## config.mk

```make
export PLATFORM = sky130hd
export DESIGN_NAME = coa_core
export DESIGN_NICKNAME = d
export VERILOG_FILES = /design/src/rtl/coa_pkg.sv /design/src/rtl/coa_alu.sv /design/src/rtl/coa_core.sv
export SDC_FILE = /design/constraint.sdc
export NUM_CORES = 1
export LEC_CHECK = 0
export BUFFER_PORTS_ARGS = -buffer_cell sky130_fd_sc_hd__buf_2
export CORE_MARGIN = 3
export CORE_UTILIZATION = 40
export CTS_CLUSTER_DIAMETER = 200
export CTS_CLUSTER_SIZE = 8
export DETAILED_ROUTE_END_ITERATION = 8
export GPL_TIMING_DRIVEN = 1
export PLACE_DENSITY = 0.74
export SETUP_SLACK_MARGIN = 0.2
export SYNTH_ARGS = -nofsm -noshare
export SYNTH_HDL_FRONTEND = slang
export SYNTH_HIERARCHICAL = 1
export SYNTH_SLANG_ARGS = --single-unit
```

## constraint.sdc

```tcl
create_clock -name clk -period 3.99 [get_ports clk]
set_input_delay 0.798 -clock clk [delete_from_list [all_inputs] [get_ports clk]]
set_output_delay 0.798 -clock clk [all_outputs]
set_load 0.01 [all_outputs]
```

## src/rtl/coa_pkg.sv

```systemverilog
// shared types and constants for the operand-addressing core
package coa_pkg;

    localparam int         DATA_W      = 8;
    localparam int         PC_W        = 16;
    localparam logic [7:0] ACC_POR     = 8'h00;
    localparam logic [7:0] X_POR       = 8'h00;
    localparam logic [7:0] SP_POR      = 8'h00;
    localparam logic [15:0] PC_POR     = 16'h0000;
    localparam logic [7:0] FLAGS_POR   = 8'h02;
    localparam logic [15:0] INSTR_LEN  = 16'h0002;
    localparam logic [7:0] ZERO_BYTE   = 8'h00;

    localparam int         FLAG_GIE    = 0;
    localparam int         FLAG_ZERO   = 1;
    localparam int         FLAG_CARRY  = 2;
    localparam int         FLAG_SUPER  = 3;
    localparam int         FLAG_BANK   = 4;
    // bits that an instruction may alter in the flags; super and reserved excluded
    localparam logic [7:0] FLAGS_WR_MASK = 8'h17;

    typedef enum logic [1:0] {
        COA_SRC_IMM = 2'h0,
        COA_SRC_DIR = 2'h1,
        COA_SRC_IDX = 2'h2,
        COA_DST_DIR = 2'h3
    } coa_mode_t;

    typedef enum logic [2:0] {
        COA_OP_MOVE = 3'h0,
        COA_OP_ADD  = 3'h1,
        COA_OP_SUB  = 3'h2,
        COA_OP_AND  = 3'h3,
        COA_OP_OR   = 3'h4,
        COA_OP_XOR  = 3'h5
    } coa_op_t;

    typedef enum logic [1:0] {
        COA_TGT_ACC   = 2'h0,
        COA_TGT_FLAGS = 2'h1,
        COA_TGT_SP    = 2'h2,
        COA_TGT_X     = 2'h3
    } coa_tgt_t;

    typedef enum logic {
        COA_SPACE_RAM = 1'b0,
        COA_SPACE_REG = 1'b1
    } coa_space_t;

    typedef enum logic [1:0] {
        COA_ST_IDLE  = 2'b00,
        COA_ST_READ  = 2'b01,
        COA_ST_EXEC  = 2'b11,
        COA_ST_WRITE = 2'b10
    } coa_state_t;

    typedef struct packed {
        coa_mode_t  mode;
        coa_op_t    op;
        coa_tgt_t   tgt;
        coa_space_t space;
        logic [7:0] operand;
    } coa_instr_t;

    typedef struct packed {
        logic       valid;
        logic       write;
        coa_space_t space;
        logic       bank;
        logic [7:0] addr;
        logic [7:0] wdata;
    } coa_mem_req_t;

    typedef struct packed {
        logic [7:0]  acc;
        logic [7:0]  flags;
        logic [7:0]  x;
        logic [7:0]  sp;
        logic [15:0] pc;
    } coa_core_state_t;

endpackage
```

## src/rtl/coa_alu.sv

```systemverilog
// arithmetic and logic unit of the operand-addressing core
`timescale 1ns/1ps
module coa_alu
    import coa_pkg::*;
(
    input  wire coa_op_t    op,
    input  wire logic [7:0] dest_val,
    input  wire logic [7:0] src_val,
    output logic [7:0]      result,
    output logic            carry,
    output logic            zero
);
    logic [8:0] wide;

    always_comb begin
        wide = {1'b0, src_val};
        case (op)
            COA_OP_MOVE: wide = {1'b0, src_val};
            COA_OP_ADD:  wide = {1'b0, dest_val} + {1'b0, src_val};
            COA_OP_SUB:  wide = {1'b0, dest_val} - {1'b0, src_val};
            COA_OP_AND:  wide = {1'b0, dest_val & src_val};
            COA_OP_OR:   wide = {1'b0, dest_val | src_val};
            COA_OP_XOR:  wide = {1'b0, dest_val ^ src_val};
            default:     wide = {1'b0, src_val};
        endcase
        result = wide[7:0];
        carry  = wide[8];
        zero   = (wide[7:0] == ZERO_BYTE);
    end

endmodule

```

## src/rtl/coa_core.sv

```systemverilog
// operand addressing and core registers of the 8-bit cpu
`timescale 1ns/1ps
module coa_core
    import coa_pkg::*;
(
    input  wire logic            clk,
    input  wire logic            reset,
    input  wire logic            instr_valid,
    input  wire coa_instr_t      instr,
    output logic                 instr_ready,
    output coa_mem_req_t         mem_req,
    input  wire logic [7:0]      mem_rdata,
    output coa_core_state_t      core_state
);
    coa_state_t   state_reg,   state_next;
    coa_instr_t   ins_reg,     ins_next;
    coa_mem_req_t req_reg,     req_next;
    logic         ready_reg,   ready_next;
    logic [7:0]   acc_reg,     acc_next;
    logic [7:0]   flags_reg,   flags_next;
    logic [7:0]   x_reg,       x_next;
    logic [7:0]   sp_reg,      sp_next;
    logic [15:0]  pc_reg,      pc_next;

    logic         take;
    logic         needs_read;
    logic [7:0]   in_addr;
    logic [7:0]   src_val;
    logic [7:0]   dest_val;
    logic [7:0]   alu_res;
    logic         alu_carry;
    logic         alu_zero;
    logic         ins_to_x;

    assign take     = instr_valid && ready_reg;
    assign ins_to_x = (ins_reg.tgt == COA_TGT_X);

    // a move into memory needs no read of the old value
    always_comb begin
        needs_read = 1'b0;
        in_addr    = instr.operand;
        case (instr.mode)
            COA_SRC_IMM: needs_read = 1'b0;
            COA_SRC_DIR: needs_read = 1'b1;
            COA_SRC_IDX: begin
                needs_read = 1'b1;
                in_addr    = 8'(instr.operand + x_reg);
            end
            COA_DST_DIR: needs_read = (instr.op != COA_OP_MOVE);
            default:     needs_read = 1'b0;
        endcase
    end

    // operand selection for the alu
    always_comb begin
        src_val  = ins_reg.operand;
        dest_val = acc_reg;
        case (ins_reg.mode)
            COA_SRC_IMM: begin
                src_val = ins_reg.operand;
                case (ins_reg.tgt)
                    COA_TGT_ACC:   dest_val = acc_reg;
                    COA_TGT_FLAGS: dest_val = flags_reg;
                    COA_TGT_SP:    dest_val = sp_reg;
                    COA_TGT_X:     dest_val = x_reg;
                    default:       dest_val = acc_reg;
                endcase
            end
            COA_SRC_DIR, COA_SRC_IDX: begin
                src_val  = mem_rdata;
                dest_val = ins_to_x ? x_reg : acc_reg;
            end
            COA_DST_DIR: begin
                src_val  = ins_to_x ? x_reg : acc_reg;
                dest_val = mem_rdata;
            end
            default: begin
                src_val  = ins_reg.operand;
                dest_val = acc_reg;
            end
        endcase
    end

    coa_alu u_alu (
        .op       (ins_reg.op),
        .dest_val (dest_val),
        .src_val  (src_val),
        .result   (alu_res),
        .carry    (alu_carry),
        .zero     (alu_zero)
    );

    // sequencing and memory requests
    always_comb begin
        state_next = state_reg;
        ins_next   = ins_reg;
        req_next   = req_reg;
        req_next.valid = 1'b0;
        req_next.write = 1'b0;
        pc_next    = pc_reg;
        case (state_reg)
            COA_ST_IDLE: begin
                if (take) begin
                    ins_next = instr;
                    pc_next  = 16'(pc_reg + INSTR_LEN);
                    if (needs_read) begin
                        state_next     = COA_ST_READ;
                        req_next.valid = 1'b1;
                        req_next.space = instr.space;
                        // bank only matters in register space
                        req_next.bank  = (instr.space == COA_SPACE_REG) &&
                                         flags_reg[FLAG_BANK];
                        req_next.addr  = in_addr;
                        req_next.wdata = ZERO_BYTE;
                    end else begin
                        state_next = COA_ST_EXEC;
                    end
                end
            end
            COA_ST_READ: state_next = COA_ST_EXEC;
            COA_ST_EXEC: begin
                if (ins_reg.mode == COA_DST_DIR) begin
                    state_next     = COA_ST_WRITE;
                    req_next.valid = 1'b1;
                    req_next.write = 1'b1;
                    req_next.space = ins_reg.space;
                    req_next.bank  = (ins_reg.space == COA_SPACE_REG) &&
                                     flags_reg[FLAG_BANK];
                    req_next.addr  = ins_reg.operand;
                    req_next.wdata = alu_res;
                end else begin
                    state_next = COA_ST_IDLE;
                end
            end
            COA_ST_WRITE: state_next = COA_ST_IDLE;
            default:      state_next = COA_ST_IDLE;
        endcase
        ready_next = (state_next == COA_ST_IDLE);
    end

    // register results; nothing outside instruction execution reaches them
    always_comb begin
        acc_next   = acc_reg;
        flags_next = flags_reg;
        x_next     = x_reg;
        sp_next    = sp_reg;
        if (state_reg == COA_ST_EXEC) begin
            if (ins_reg.op != COA_OP_MOVE) begin
                flags_next[FLAG_ZERO] = alu_zero;
                if (ins_reg.op == COA_OP_ADD || ins_reg.op == COA_OP_SUB) begin
                    flags_next[FLAG_CARRY] = alu_carry;
                end
            end
            case (ins_reg.mode)
                COA_SRC_IMM: begin
                    case (ins_reg.tgt)
                        COA_TGT_ACC:   acc_next = alu_res;
                        COA_TGT_FLAGS: flags_next = (alu_res & FLAGS_WR_MASK) |
                                                    (flags_reg & ~FLAGS_WR_MASK);
                        COA_TGT_SP:    sp_next = alu_res;
                        COA_TGT_X:     x_next = alu_res;
                        default:       acc_next = alu_res;
                    endcase
                end
                COA_SRC_DIR, COA_SRC_IDX: begin
                    if (ins_to_x) begin
                        x_next = alu_res;
                    end else begin
                        acc_next = alu_res;
                    end
                end
                COA_DST_DIR: acc_next = acc_reg;
                default:     acc_next = acc_reg;
            endcase
        end
    end

    always_ff @(posedge clk or posedge reset) begin
        if (reset) begin
            state_reg <= COA_ST_IDLE;
            ins_reg   <= '0;
            req_reg   <= '0;
            ready_reg <= 1'b0;
            acc_reg   <= ACC_POR;
            flags_reg <= FLAGS_POR;
            x_reg     <= X_POR;
            sp_reg    <= SP_POR;
            pc_reg    <= PC_POR;
        end else begin
            state_reg <= state_next;
            ins_reg   <= ins_next;
            req_reg   <= req_next;
            ready_reg <= ready_next;
            acc_reg   <= acc_next;
            flags_reg <= flags_next;
            x_reg     <= x_next;
            sp_reg    <= sp_next;
            pc_reg    <= pc_next;
        end
    end

    assign instr_ready = ready_reg;
    assign mem_req     = req_reg;
    assign core_state  = '{acc: acc_reg, flags: flags_reg, x: x_reg, sp: sp_reg, pc: pc_reg};

    // checks
    logic [7:0] imm_in;
    logic       take_imm_move_acc;
    assign imm_in            = instr.operand;
    assign take_imm_move_acc = take && instr.mode == COA_SRC_IMM &&
                               instr.op == COA_OP_MOVE && instr.tgt == COA_TGT_ACC;
endmodule

```

After elaboration in Yosys (flattened, before gate mapping) --
Cells that the tools add are included.
Word-level totals: register bits after elaboration 87, bits of input ports 27, word-level logic and storage cells 98
Operators by class: add/subtract/negate cells 4, equal/unequal tests 22, mux-type cells 26, bitwise operators 5, reductions and logical operators 22
Operators by type and width (number):
- case mux 8 bit (3 select lines) | 2
- case mux 9 bit (5 select lines) | 1
- 2-to-1 mux 18 bit | 2
- case mux 18 bit (2 select lines) | 1
- 2-to-1 mux 8 bit | 4
- case mux 8 bit (4 select lines) | 1
- 2-to-1 mux 20 bit | 1
- adder 16 x 2 -> 16 bit, second input constant | 1
- == test 2 bit, second input constant | 8
- case mux 8 bit (2 select lines) | 1
- zero test 2 bit | 5
- adder 8 x 8 -> 9 bit | 1
- AND reduction 3 bit | 3
- subtractor 8 x 8 -> 9 bit | 1
- adder 8 bit | 1
- AND 8 bit | 1
- == test 2 x 1 -> 1 bit, second input constant | 4
- zero test 8 bit | 1
- 2-to-1 mux 2 bit | 4
- != test 2 bit, second input constant | 4
- bitwise OR 5 x 8 -> 8 bit | 1
- bitwise OR 8 bit | 1
- case mux 2 bit (4 select lines) | 1
- AND reduction 4 bit | 2
- 17 further kinds | 27

Depth between registers and ports, before layout --
Gate-level depths: netlist of the first run.
depth after elaboration 9, gate-level depth with buffers 21, mapped depth without buffers 20

Modules after synthesis --
The synthesis of the first run kept the hierarchy.
By module, submodules not included:
- coa_core | times used 1, cells an instance 441, area each 4555.6 sq um
- coa_alu | times used 1, cells an instance 158, area each 1153.6 sq um

Worst setup path after synthesis of the first run --
No wires, ideal clock.
kind register -> register, start reg ins_reg[14] (netlist name), end reg flags_reg[1], library setup time 79 ps, arrival time 4141 ps, data required time 3911 ps, setup slack -230 ps, cell stages (with the launch flop) 20, path buffers 2, cell sequence dfrtp_1 > inv_1 > ha_1 > clkbuf_1 > clkbuf_1 > a22oi_1 > o21ai_0 > inv_1 > ha_1 > and3_1 > a31oi_1 > xnor2_1 > ha_1 > or4_1 > o22ai_1 > xor2_1 > o22ai_1 > and4bb_1 > a22o_1 > a22o_1
Between the ends: cells in the longest elaborated chain, start to end 9, elaborated cells between the ends (all ways) 18
Ends and longest elaborated chain:
- from (decl) | line coa_core.sv:16 | coa_instr_t ins_reg, ins_next;
- from (signal assigned) | line coa_core.sv:191 | ins_reg <= ins_next;
- == test 2 x 1 -> 1 bit or == test 2 bit (tied branches) | line coa_core.sv:58 | case (ins_reg.mode)
- OR reduction 2 bit | line coa_core.sv:58
- case mux 8 bit (3 select lines) (*) | line coa_core.sv:58
- named net src_val[1] | line coa_core.sv:28 | logic [7:0] src_val;
- subtractor 8 x 8 -> 9 bit or adder 8 x 8 -> 9 bit (tied branches) | line coa_alu.sv:20, coa_alu.sv:19
- case mux 9 bit (5 select lines) (*) | line coa_alu.sv:17 | case (op)
- named net alu_res[7] | line coa_core.sv:30 | logic [7:0] alu_res;
- zero test 8 bit (*) | line coa_alu.sv:28 | zero = (wide[7:0] == ZERO_BYTE);
- named net alu_zero | line coa_core.sv:32 | logic alu_zero;
- 2-to-1 mux 2 bit (*) | line coa_core.sv:148 | if (ins_reg.op != COA_OP_MOVE) begin
- 2-to-1 mux 3 bit | line coa_core.sv:156 | case (ins_reg.tgt)
- 2-to-1 mux 3 bit (*) | line coa_core.sv:154 | case (ins_reg.mode)
- to (signal assigned) | line coa_core.sv:195 | flags_reg <= flags_next;
- to (decl) | line coa_core.sv:20 | logic [7:0] flags_reg, flags_next;
The timed path passes the listed nets; every way through them passes the cells marked *. A chain may end at the register's enable or synchronous reset.

Worst setup path in the final report of the first run --
start reg ins_reg[10] (netlist name), end reg flags_reg[1]
Between the ends: cells in the longest elaborated chain, start to end 9, elaborated cells between the ends (all ways) 19
Ends and longest elaborated chain:
- == test 2 bit (*) | line coa_core.sv:36 | assign ins_to_x = (ins_reg.tgt == COA_TGT_X);
- 2-to-1 mux 8 bit (*) | line coa_core.sv:74 | src_val = ins_to_x ? x_reg : acc_reg;
- case mux 8 bit (3 select lines) (*) | line coa_core.sv:58
- named net src_val[5] | line coa_core.sv:28
- subtractor 8 x 8 -> 9 bit or adder 8 x 8 -> 9 bit (tied branches) | line coa_alu.sv:20, coa_alu.sv:19
- case mux 9 bit (5 select lines) (*) | line coa_alu.sv:17
- named net alu_res[7] | line coa_core.sv:30
- zero test 8 bit (*) | line coa_alu.sv:28
- named net alu_zero | line coa_core.sv:32
- 2-to-1 mux 2 bit (*) | line coa_core.sv:148
- 2-to-1 mux 3 bit | line coa_core.sv:156
- 2-to-1 mux 3 bit (*) | line coa_core.sv:154
Marks and branches as above.

==> results.md, run 1 <==
- The final layout contains routed wiring with a total length of 16.16 mm.
- The data required time at the worst endpoint is 4.27 ns.
- The number of buffer cells added on primary ports is 90.
- The element type at the critical path start is a register.
- In this run, synthesis produced a sequential element count of 82.
- The initial antenna violation count came to 0.
- The class of the worst hold path is in2async.
- Dividing the detail-routed wire length by the instance count gives 18.20 um.
- The total iterations of the first detailed-routing run is 5.
- Registers take 2053 um^2.
- The synthesized design devotes to its leading area cell type 35.50% of total area.
- The post-synthesis cell area is 5709 um^2.
- The pin count of the biggest net entering global routing is 32.
- The arrival time of data at the critical path endpoint is 4.00 ns.
- The cell sitting at the root of the clock tree is a sky130_fd_sc_hd__clkbuf_16.
- The die area is 15740 um^2.
- Summed over all layers, the global routing overflow is 0.
- The highest attainable clock frequency is 268.5 MHz.
- The global routing met1 resource utilization is 27.62%.
- The total number of H-tree levels is 3.
- The global-route met3 utilization is 3.716%.
- The detailed-route vias per instance is 5.572.
- The clock passes through at most 2 buffers.
- Along the worst path, the maximum fanout reaches 4.
- Detailed routing inserted a total of 4948 vias.
- The global routing usage summed across all routing layers is 20.32%.
- After the last flow step, the layout net total stands at 775.
- The clock latency reported for the late side of the worst-skew pair is 0.34 ns.
- The cell with the most instances after synthesis is sky130_fd_sc_hd__nand2_1.
- The first global-routing pass estimated 25.67 mm of wire.
- The count of final hold-check violations is 0.
- For this configuration, the core starts out at a cell density of 40.97%.
- The flow ran to the end, and the final reports show no timing, DRC or antenna violations.
- Summed over all nets, the half-perimeter wirelength after detailed placement is 12.22 mm.
- The clock arrives with 0.008648 ns of skew.
- After detailed routing, the number of remaining DRC violations is 0.
- The post-place setup slack is 0.04782 ns.
- The worst path needs 3.724 ns of the cycle, external delays included.
- The reg-to-reg startpoint is ins_reg[10].
- In this run the worst setup path begins at ins_reg[10].
- On the final layout, the worst hold slack is 0.4197 ns.
- The synthesized instance count is 599.
- CTS saw 82 sinks.
- The area taken by multi-input logic gates is 3442 um^2.
- The number of global-route vias before repair was 4733.
- The final critical path takes up 93.33% of the cycle.
- The yosys synthesis warning count is 6.
- The number of placement rows is 43.
- The vertical die dimension is 125.5 um.
- The global-route track usage on met2 is 33.13%.
- The unique cell type count in the Yosys netlist is 70.
- For the pin with the worst max-slew slack, the measured transition is 0.8947 ns.
- Setup violations remaining at the end of the flow were counted as 0.
- The most used flip-flop cell after synthesis is sky130_fd_sc_hd__dfrtp_1.
- The commonest cells after synthesis are sky130_fd_sc_hd__nand2_1 (85), sky130_fd_sc_hd__dfrtp_1 (81), sky130_fd_sc_hd__mux2_2 (49), sky130_fd_sc_hd__ha_1 (41), sky130_fd_sc_hd__nor2_1 (34).
- The count of max-cap constraint violations is 0.
- The type of element capturing the critical path is a register.
- The mean instance size in the synthesized netlist is 9.531 um^2.
- The worst slew margin relative to its limit is 40.34%.
- The core area is 13930 um^2.
- The number of DRC violations after detailed-routing iteration 0 is 452.
- Setup slack closes at 0.2660 ns.
- The clock tree from TritonCTS is done.
- Relative to the synthesized area, the layout overhead comes to 20.47%.
- From left edge to right edge, the die measures 125.5 um.
- 0 antenna diodes ended up in the layout.
- By area the synthesized netlist is led by sky130_fd_sc_hd__dfrtp_1 (36%), sky130_fd_sc_hd__mux2_2 (9.7%), sky130_fd_sc_hd__ha_1 (9.0%), sky130_fd_sc_hd__nand2_1 (5.6%), sky130_fd_sc_hd__xnor2_1 (3.2%).
- The setup TNS is 0 ns.
- The class of the most critical setup path is reg2reg.
- In this run the count of I/O pins placed on the die edge is 96.
- The post-CTS clock slew at the launch and capture registers of the worst setup and hold paths is 0.06 ns.
- The global placement routability congestion is 0.8911.
- After synthesis, flip-flops and latches occupy 35.96% of the total area.
- The register with the most flip-flops in the layout has 20 of them.
- The final number of max-transition violations is 0.
- The count of nets left with antenna violations once routing finished came out at 0.
- Counting flops with a built-in enable in the synthesized netlist gives 0.
- In the final layout, the share of cells above drive strength 1 is 32.34%.
- Buffers inserted during clock tree synthesis total 9.
- Fill cells in the final layout number 1275.
- Setup repair after global routing could not meet its margin everywhere.
- The number of hold-repair buffers added at the cts stage is 0.
- The cell type with the largest total area after synthesis is sky130_fd_sc_hd__dfrtp_1.
- The share of synthesized registers carrying an async set or reset is 100.0%.
- The most congested layer reported by global routing is met2.
-- layer usage --
layer / up-vias / share of wire [%]
li1: 2353 / -
met1: 2390 / 43
met2: 184 / 48
met3: 21 / 7.2
met4: 0 / 2.1
met5: - / 0
-- repair_timing --
item | in CTS | in global routing
endpoints found under the setup margin | 1 | 10
pin swaps | 3 | 7
resized for setup | 6 | 19
buffers inserted | 3 | 3
-- worst max-delay path, stage by stage, from the launching register on --
cell                       delay (ns)
sky130_fd_sc_hd__dfrtp_1         0.39
sky130_fd_sc_hd__nand2_2         0.11
sky130_fd_sc_hd__buf_4           0.13
sky130_fd_sc_hd__buf_4           0.13
sky130_fd_sc_hd__mux2_2          0.34
sky130_fd_sc_hd__a22oi_1         0.24
sky130_fd_sc_hd__o21ai_2         0.14
sky130_fd_sc_hd__inv_2           0.11
sky130_fd_sc_hd__a31oi_2         0.10
sky130_fd_sc_hd__xnor2_1         0.16
sky130_fd_sc_hd__ha_2            0.22
sky130_fd_sc_hd__or4_1           0.55
sky130_fd_sc_hd__o22ai_2         0.14
sky130_fd_sc_hd__xor2_1          0.21
sky130_fd_sc_hd__o22ai_2         0.11
sky130_fd_sc_hd__and4bb_1        0.29
sky130_fd_sc_hd__a22o_1          0.15
sky130_fd_sc_hd__a22o_1          0.14
-- layout by cell type (no fill, tap or decap), types with 6 or more instances in the layout --
| cell | n |
|---|---|
| sky130_fd_sc_hd__ha_1 | 36 |
| sky130_fd_sc_hd__buf_2 | 90 |
| sky130_fd_sc_hd__buf_4 | 36 |
| sky130_fd_sc_hd__mux2i_1 | 9 |
| sky130_fd_sc_hd__a21oi_1 | 14 |
| sky130_fd_sc_hd__inv_1 | 28 |
| sky130_fd_sc_hd__nand2_1 | 84 |
| sky130_fd_sc_hd__nand3_1 | 17 |
| sky130_fd_sc_hd__a22oi_1 | 10 |
| sky130_fd_sc_hd__clkbuf_16 | 9 |
| sky130_fd_sc_hd__o21ai_2 | 6 |
| sky130_fd_sc_hd__mux2_2 | 49 |
| sky130_fd_sc_hd__o21ai_0 | 12 |
| sky130_fd_sc_hd__a222oi_1 | 6 |
| sky130_fd_sc_hd__xnor2_1 | 21 |
| sky130_fd_sc_hd__nor3_1 | 11 |
| sky130_fd_sc_hd__o21ai_1 | 13 |
| sky130_fd_sc_hd__dfrtp_1 | 81 |
| sky130_fd_sc_hd__a31oi_1 | 12 |
| sky130_fd_sc_hd__nor2_1 | 34 |
| sky130_fd_sc_hd__xor2_1 | 11 |
-- layout make-up --
| type | count | area share (%) |
|---|---|---|
| multi-input combinational | 452 | 50.05 |
| tap | 180 | 3.275 |
| sequential | 82 | 29.85 |
| clock inverter | 3 | 0.9460 |
| clock buffer | 11 | 3.529 |
| inverter | 34 | 1.874 |
| timing repair buffer | 126 | 10.48 |
-- through the flow --
step	instances	utilization [%]	cell area, um^2
final	888	49.36	6878
after global placement	868	46.21	6439
after global routing	888	49.36	6878
after CTS	885	48.77	6797
after floorplan	603	-	5748
after detailed placement	868	46.21	6439
-- path summary, 6_finish.rpt --
| path | to | slack (ns) | cells past startpoint |
|---|---|---|---|
| max in group asynchronous | flags_reg[1] | 2.83 | 3 |
| min reg2reg | pc_reg[15] | 0.47 | 1 |
| max reg2reg | flags_reg[1] | 0.27 | 17 |
| max | flags_reg[1] | 0.27 | 17 |
| min | pc_reg[13] | 0.42 | 2 |
| min in group clk | pc_reg[15] | 0.47 | 1 |
-- kinds of logic (layout without fill, tap and decap cells) --
group / count (synthesis) / after routing / synth area share (%)
AO/OA/AOI/OAI: 124 / 124 / 15.10
XOR/XNOR: 32 / 32 / 4.909
adder cells (fa/ha/maj): 43 / 43 / 9.687
buffers and inverters: 69 / 174 / 5.698
flip-flops: 82 / 82 / 35.96
multiplexers: 64 / 64 / 13.19
other: 1 / 5 / 0.06568
AND/OR/NAND/NOR: 184 / 184 / 15.38
Power of run 1 is left out: the tool's default activity adds up to more than one toggle a clock period on the data nets, which glitch-free logic cannot reach.
==> run 2, diff against run 1 <==
Settings changed: BUFFER_PORTS_ARGS -buffer_cell sky130_fd_sc_hd__buf_2 to -buffer_cell sky130_fd_sc_hd__buf_4, GPL_ROUTABILITY_DRIVEN from default to 1, PLACE_DENSITY 0.74 to default, PLACE_DENSITY_LB_ADDON from default to 0.05.
==> results.md, run 2 (same netlist as run 1, synthesis figures left out) <==
- The run finished with clean final reports.
- The first-pass GRT wire length is 27.31 mm (+6.4%).
- The part of the cycle the worst path needs was 90.56% (-2.8 points).
- The worst hold path belongs to the class reg2reg.
- The total number of H-tree levels was 3 (unchanged).
- The die area is 15740 um^2 (unchanged).
- The initial antenna violation count is 0 (unchanged).
- The global placement routability congestion came to 0.8924 (+0.15%).
- The worst hold-check slack came to 0.4680 ns (+0.04830 ns).
- The data required time at the worst endpoint is 4.28 ns (about the same).
- Relative to the synthesized area, the layout overhead comes to 24.39%.
- The final HPWL from detailed placement is 12.82 mm (+4.9%).
- The DRC violation count after routing is 0 (unchanged).
- The global routing usage summed across all routing layers is 22.12% (+1.8 points).
- The worst setup skew after layout was 0.008820 ns (+0.0001724 ns).
- The non-filler instance count after layout is 885 (-0.34%).
- The number of hold-repair buffers added at the cts stage was 0 (unchanged).
- The pin count of the biggest net entering global routing is 44 (+38%).
- Counting instances, the worst hold path has a depth of 2.
- The number of nets still failing antenna checks after routing came to 0 (unchanged).
- The total wire length is 17.14 mm (+6.0%).
- The shortest period the worst path allows came to 3.613 ns (-0.1106 ns).
- The total iterations of the first detailed-routing run was 5 (unchanged).
- The die outline width is 125.5 um (unchanged).
- The leading cell type in the layout, fill and taps excluded is sky130_fd_sc_hd__buf_4.
- The I/O pin count is 96 (unchanged).
- The worst setup path is of the reg2reg kind.
- The core area came to 13930 um^2 (unchanged).
- The count of max-cap constraint violations is 0 (unchanged).
- The count of final hold-check violations is 0 (unchanged).
- The vertical die dimension is 125.5 um (unchanged).
- The clock tree root driver cell is sky130_fd_sc_hd__clkbuf_16.
- The number of global-route vias before repair is 4986 (+5.3%).
- The critical path's largest stage delay is 0.55 ns (about the same).
- The clock tree buffer depth was 2 (unchanged).
- The buffers plus inverters on the worst setup path came to 1 (-2).
- The post-CTS clock slew at the launch and capture registers of the worst setup and hold paths is 0.06 ns (about the same).
- met2 is the most crowded layer.
- The highest net fanout along the worst path is 6 (+2).
- The type of element capturing the critical path is a register.
- The count of placed standard cells including taps is 864 (-0.46%).
- The number of placement rows is 43 (unchanged).
- The final number of max-transition violations is 0 (unchanged).
- The number of buffer cells added on primary ports is 90 (unchanged).
- The share of final-layout standard cells stronger than drive strength 1 was 31.77% (-0.57 points).
- The clock tree from TritonCTS is done.
- The setup violation total in the final timing report is 0 (unchanged).
- The master of the slowest instance on the critical path is sky130_fd_sc_hd__or4_1.
- The number of DRC violations after detailed-routing iteration 0 is 320 (-29%).
- The path depth of the worst reg2reg path was 17 (unchanged).
- The number of CTS-inserted buffers was 9 (unchanged).
- STA classifies the critical path startpoint as a register.
- The actual transition at the worst max-transition pin is 0.9814 ns (+0.08670 ns).
- The routed wirelength normalized by instance count is 19.36 um (+6.4%).
- The number of nets in the layout is 770 (-0.65%).
- The detailed-route vias per instance was 5.551 (-0.37%).
- The number of flip-flops under the largest register name is 20 (unchanged).
- The flop-to-flop setup slack was 0.38 ns (+0.11 ns).
- The setup TNS is 0 ns (unchanged).
- The clock net sink count came to 82 (unchanged).
- The number of logic stages on the critical path including buffering is 17 (unchanged).
- The effective utilization at floorplan is 40.97% (unchanged).
- The highest attainable clock frequency is 276.8 MHz (+3.1%).
- The worst slew margin relative to its limit came to 34.56% (-5.8 points).
- Setup repair after global routing left no endpoint under its margin.
- The global routing met1 resource utilization was 28.58% (+0.95 points).
- The total number of vias is 4913 (-0.71%).
- The arrival time of data at the critical path endpoint is 3.90 ns (-0.10 ns).
- The global-route met3 utilization was 5.254% (+1.5 points).
- The dominant delay contributor by cell family on the critical path is simple AND/OR/NAND/NOR gates.
- The residual overflow from global routing was 0 (unchanged).
- The critical path goes through nand2_4 -> mux2_2 -> a22oi_2 -> o21ai_2 -> inv_2 -> ha_1 -> and3_4 -> a31oi_2 -> xnor2_1 -> ha_2 -> or4_1 -> o22ai_2 -> xor2_1 -> o22ai_2 -> and4bb_1 -> a22o_1 -> a22o_1.
- The clock latency reported for the late side of the worst-skew pair was 0.35 ns (about the same).
- The number of antenna cells inserted was 0 (unchanged).
- In the layout the commonest cells are sky130_fd_sc_hd__buf_4 (117), sky130_fd_sc_hd__nand2_1 (84), sky130_fd_sc_hd__dfrtp_1 (81), sky130_fd_sc_hd__mux2_2 (49), sky130_fd_sc_hd__ha_1 (36).
- The global-route track usage on met2 is 36.60% (+3.5 points).
==> run 2: area by class of cell <==
cell class                      count  area (um^2)
Tap cell                          180        225.2
Multi-Input combinational cell    452         3455
Inverter                           34        128.9
Clock buffer                       11        252.7
Clock inverter                      5        60.06
Sequential cell                    82         2053
Fill cell                        1306         6833
Timing Repair Buffer              121        927.1
==> run 2: per-layer routing <==
layer,vias up,wire length [um]
li1,2332,-
met1,2408,7553
met2,146,8144
met3,27,1082
met4,0,354
met5,-,0
==> run 2: tightest hold or removal path: stages (launching register included) <==
cell	delay [ns]
sky130_fd_sc_hd__dfrtp_1	0.34
sky130_fd_sc_hd__nand2_1	0.05
sky130_fd_sc_hd__nand2_1	0.05
==> run 2: through the flow <==
step | worst slack [ns] | util [%] | cell area, um^2
2_1_floorplan | 0.2005 | - | 5748
3_3_place_gp | 0.08947 | 47.61 | 6634
3_5_place_dp | 0.03217 | 47.61 | 6634
4_1_cts | 0.2145 | 50.07 | 6977
5_1_grt | 0.1711 | 50.97 | 7102
6_report | 0.3767 | 50.97 | 7102
==> run 2: repair_timing <==
| item | CTS | global route |
|---|---|---|
| endpoints found under the hold margin | 0 | 0 |
| setup endpoints to repair | 6 | 9 |
| buffers inserted | 1 | 4 |
| pin swaps | 2 | 8 |
| resized for setup | 6 | 22 |
==> run 2: worst paths after layout <==
path                            startpoint            to
worst max-delay path            ins_reg[9]  flags_reg[1]
worst min-delay path            mem_req[2]    mem_req[2]
worst max register to register  ins_reg[9]  flags_reg[1]
worst min register to register  mem_req[2]    mem_req[2]
max in group asynchronous            reset  flags_reg[1]
min in group asynchronous            reset    mem_req[5]
Power of run 2 is left out for the same reason.
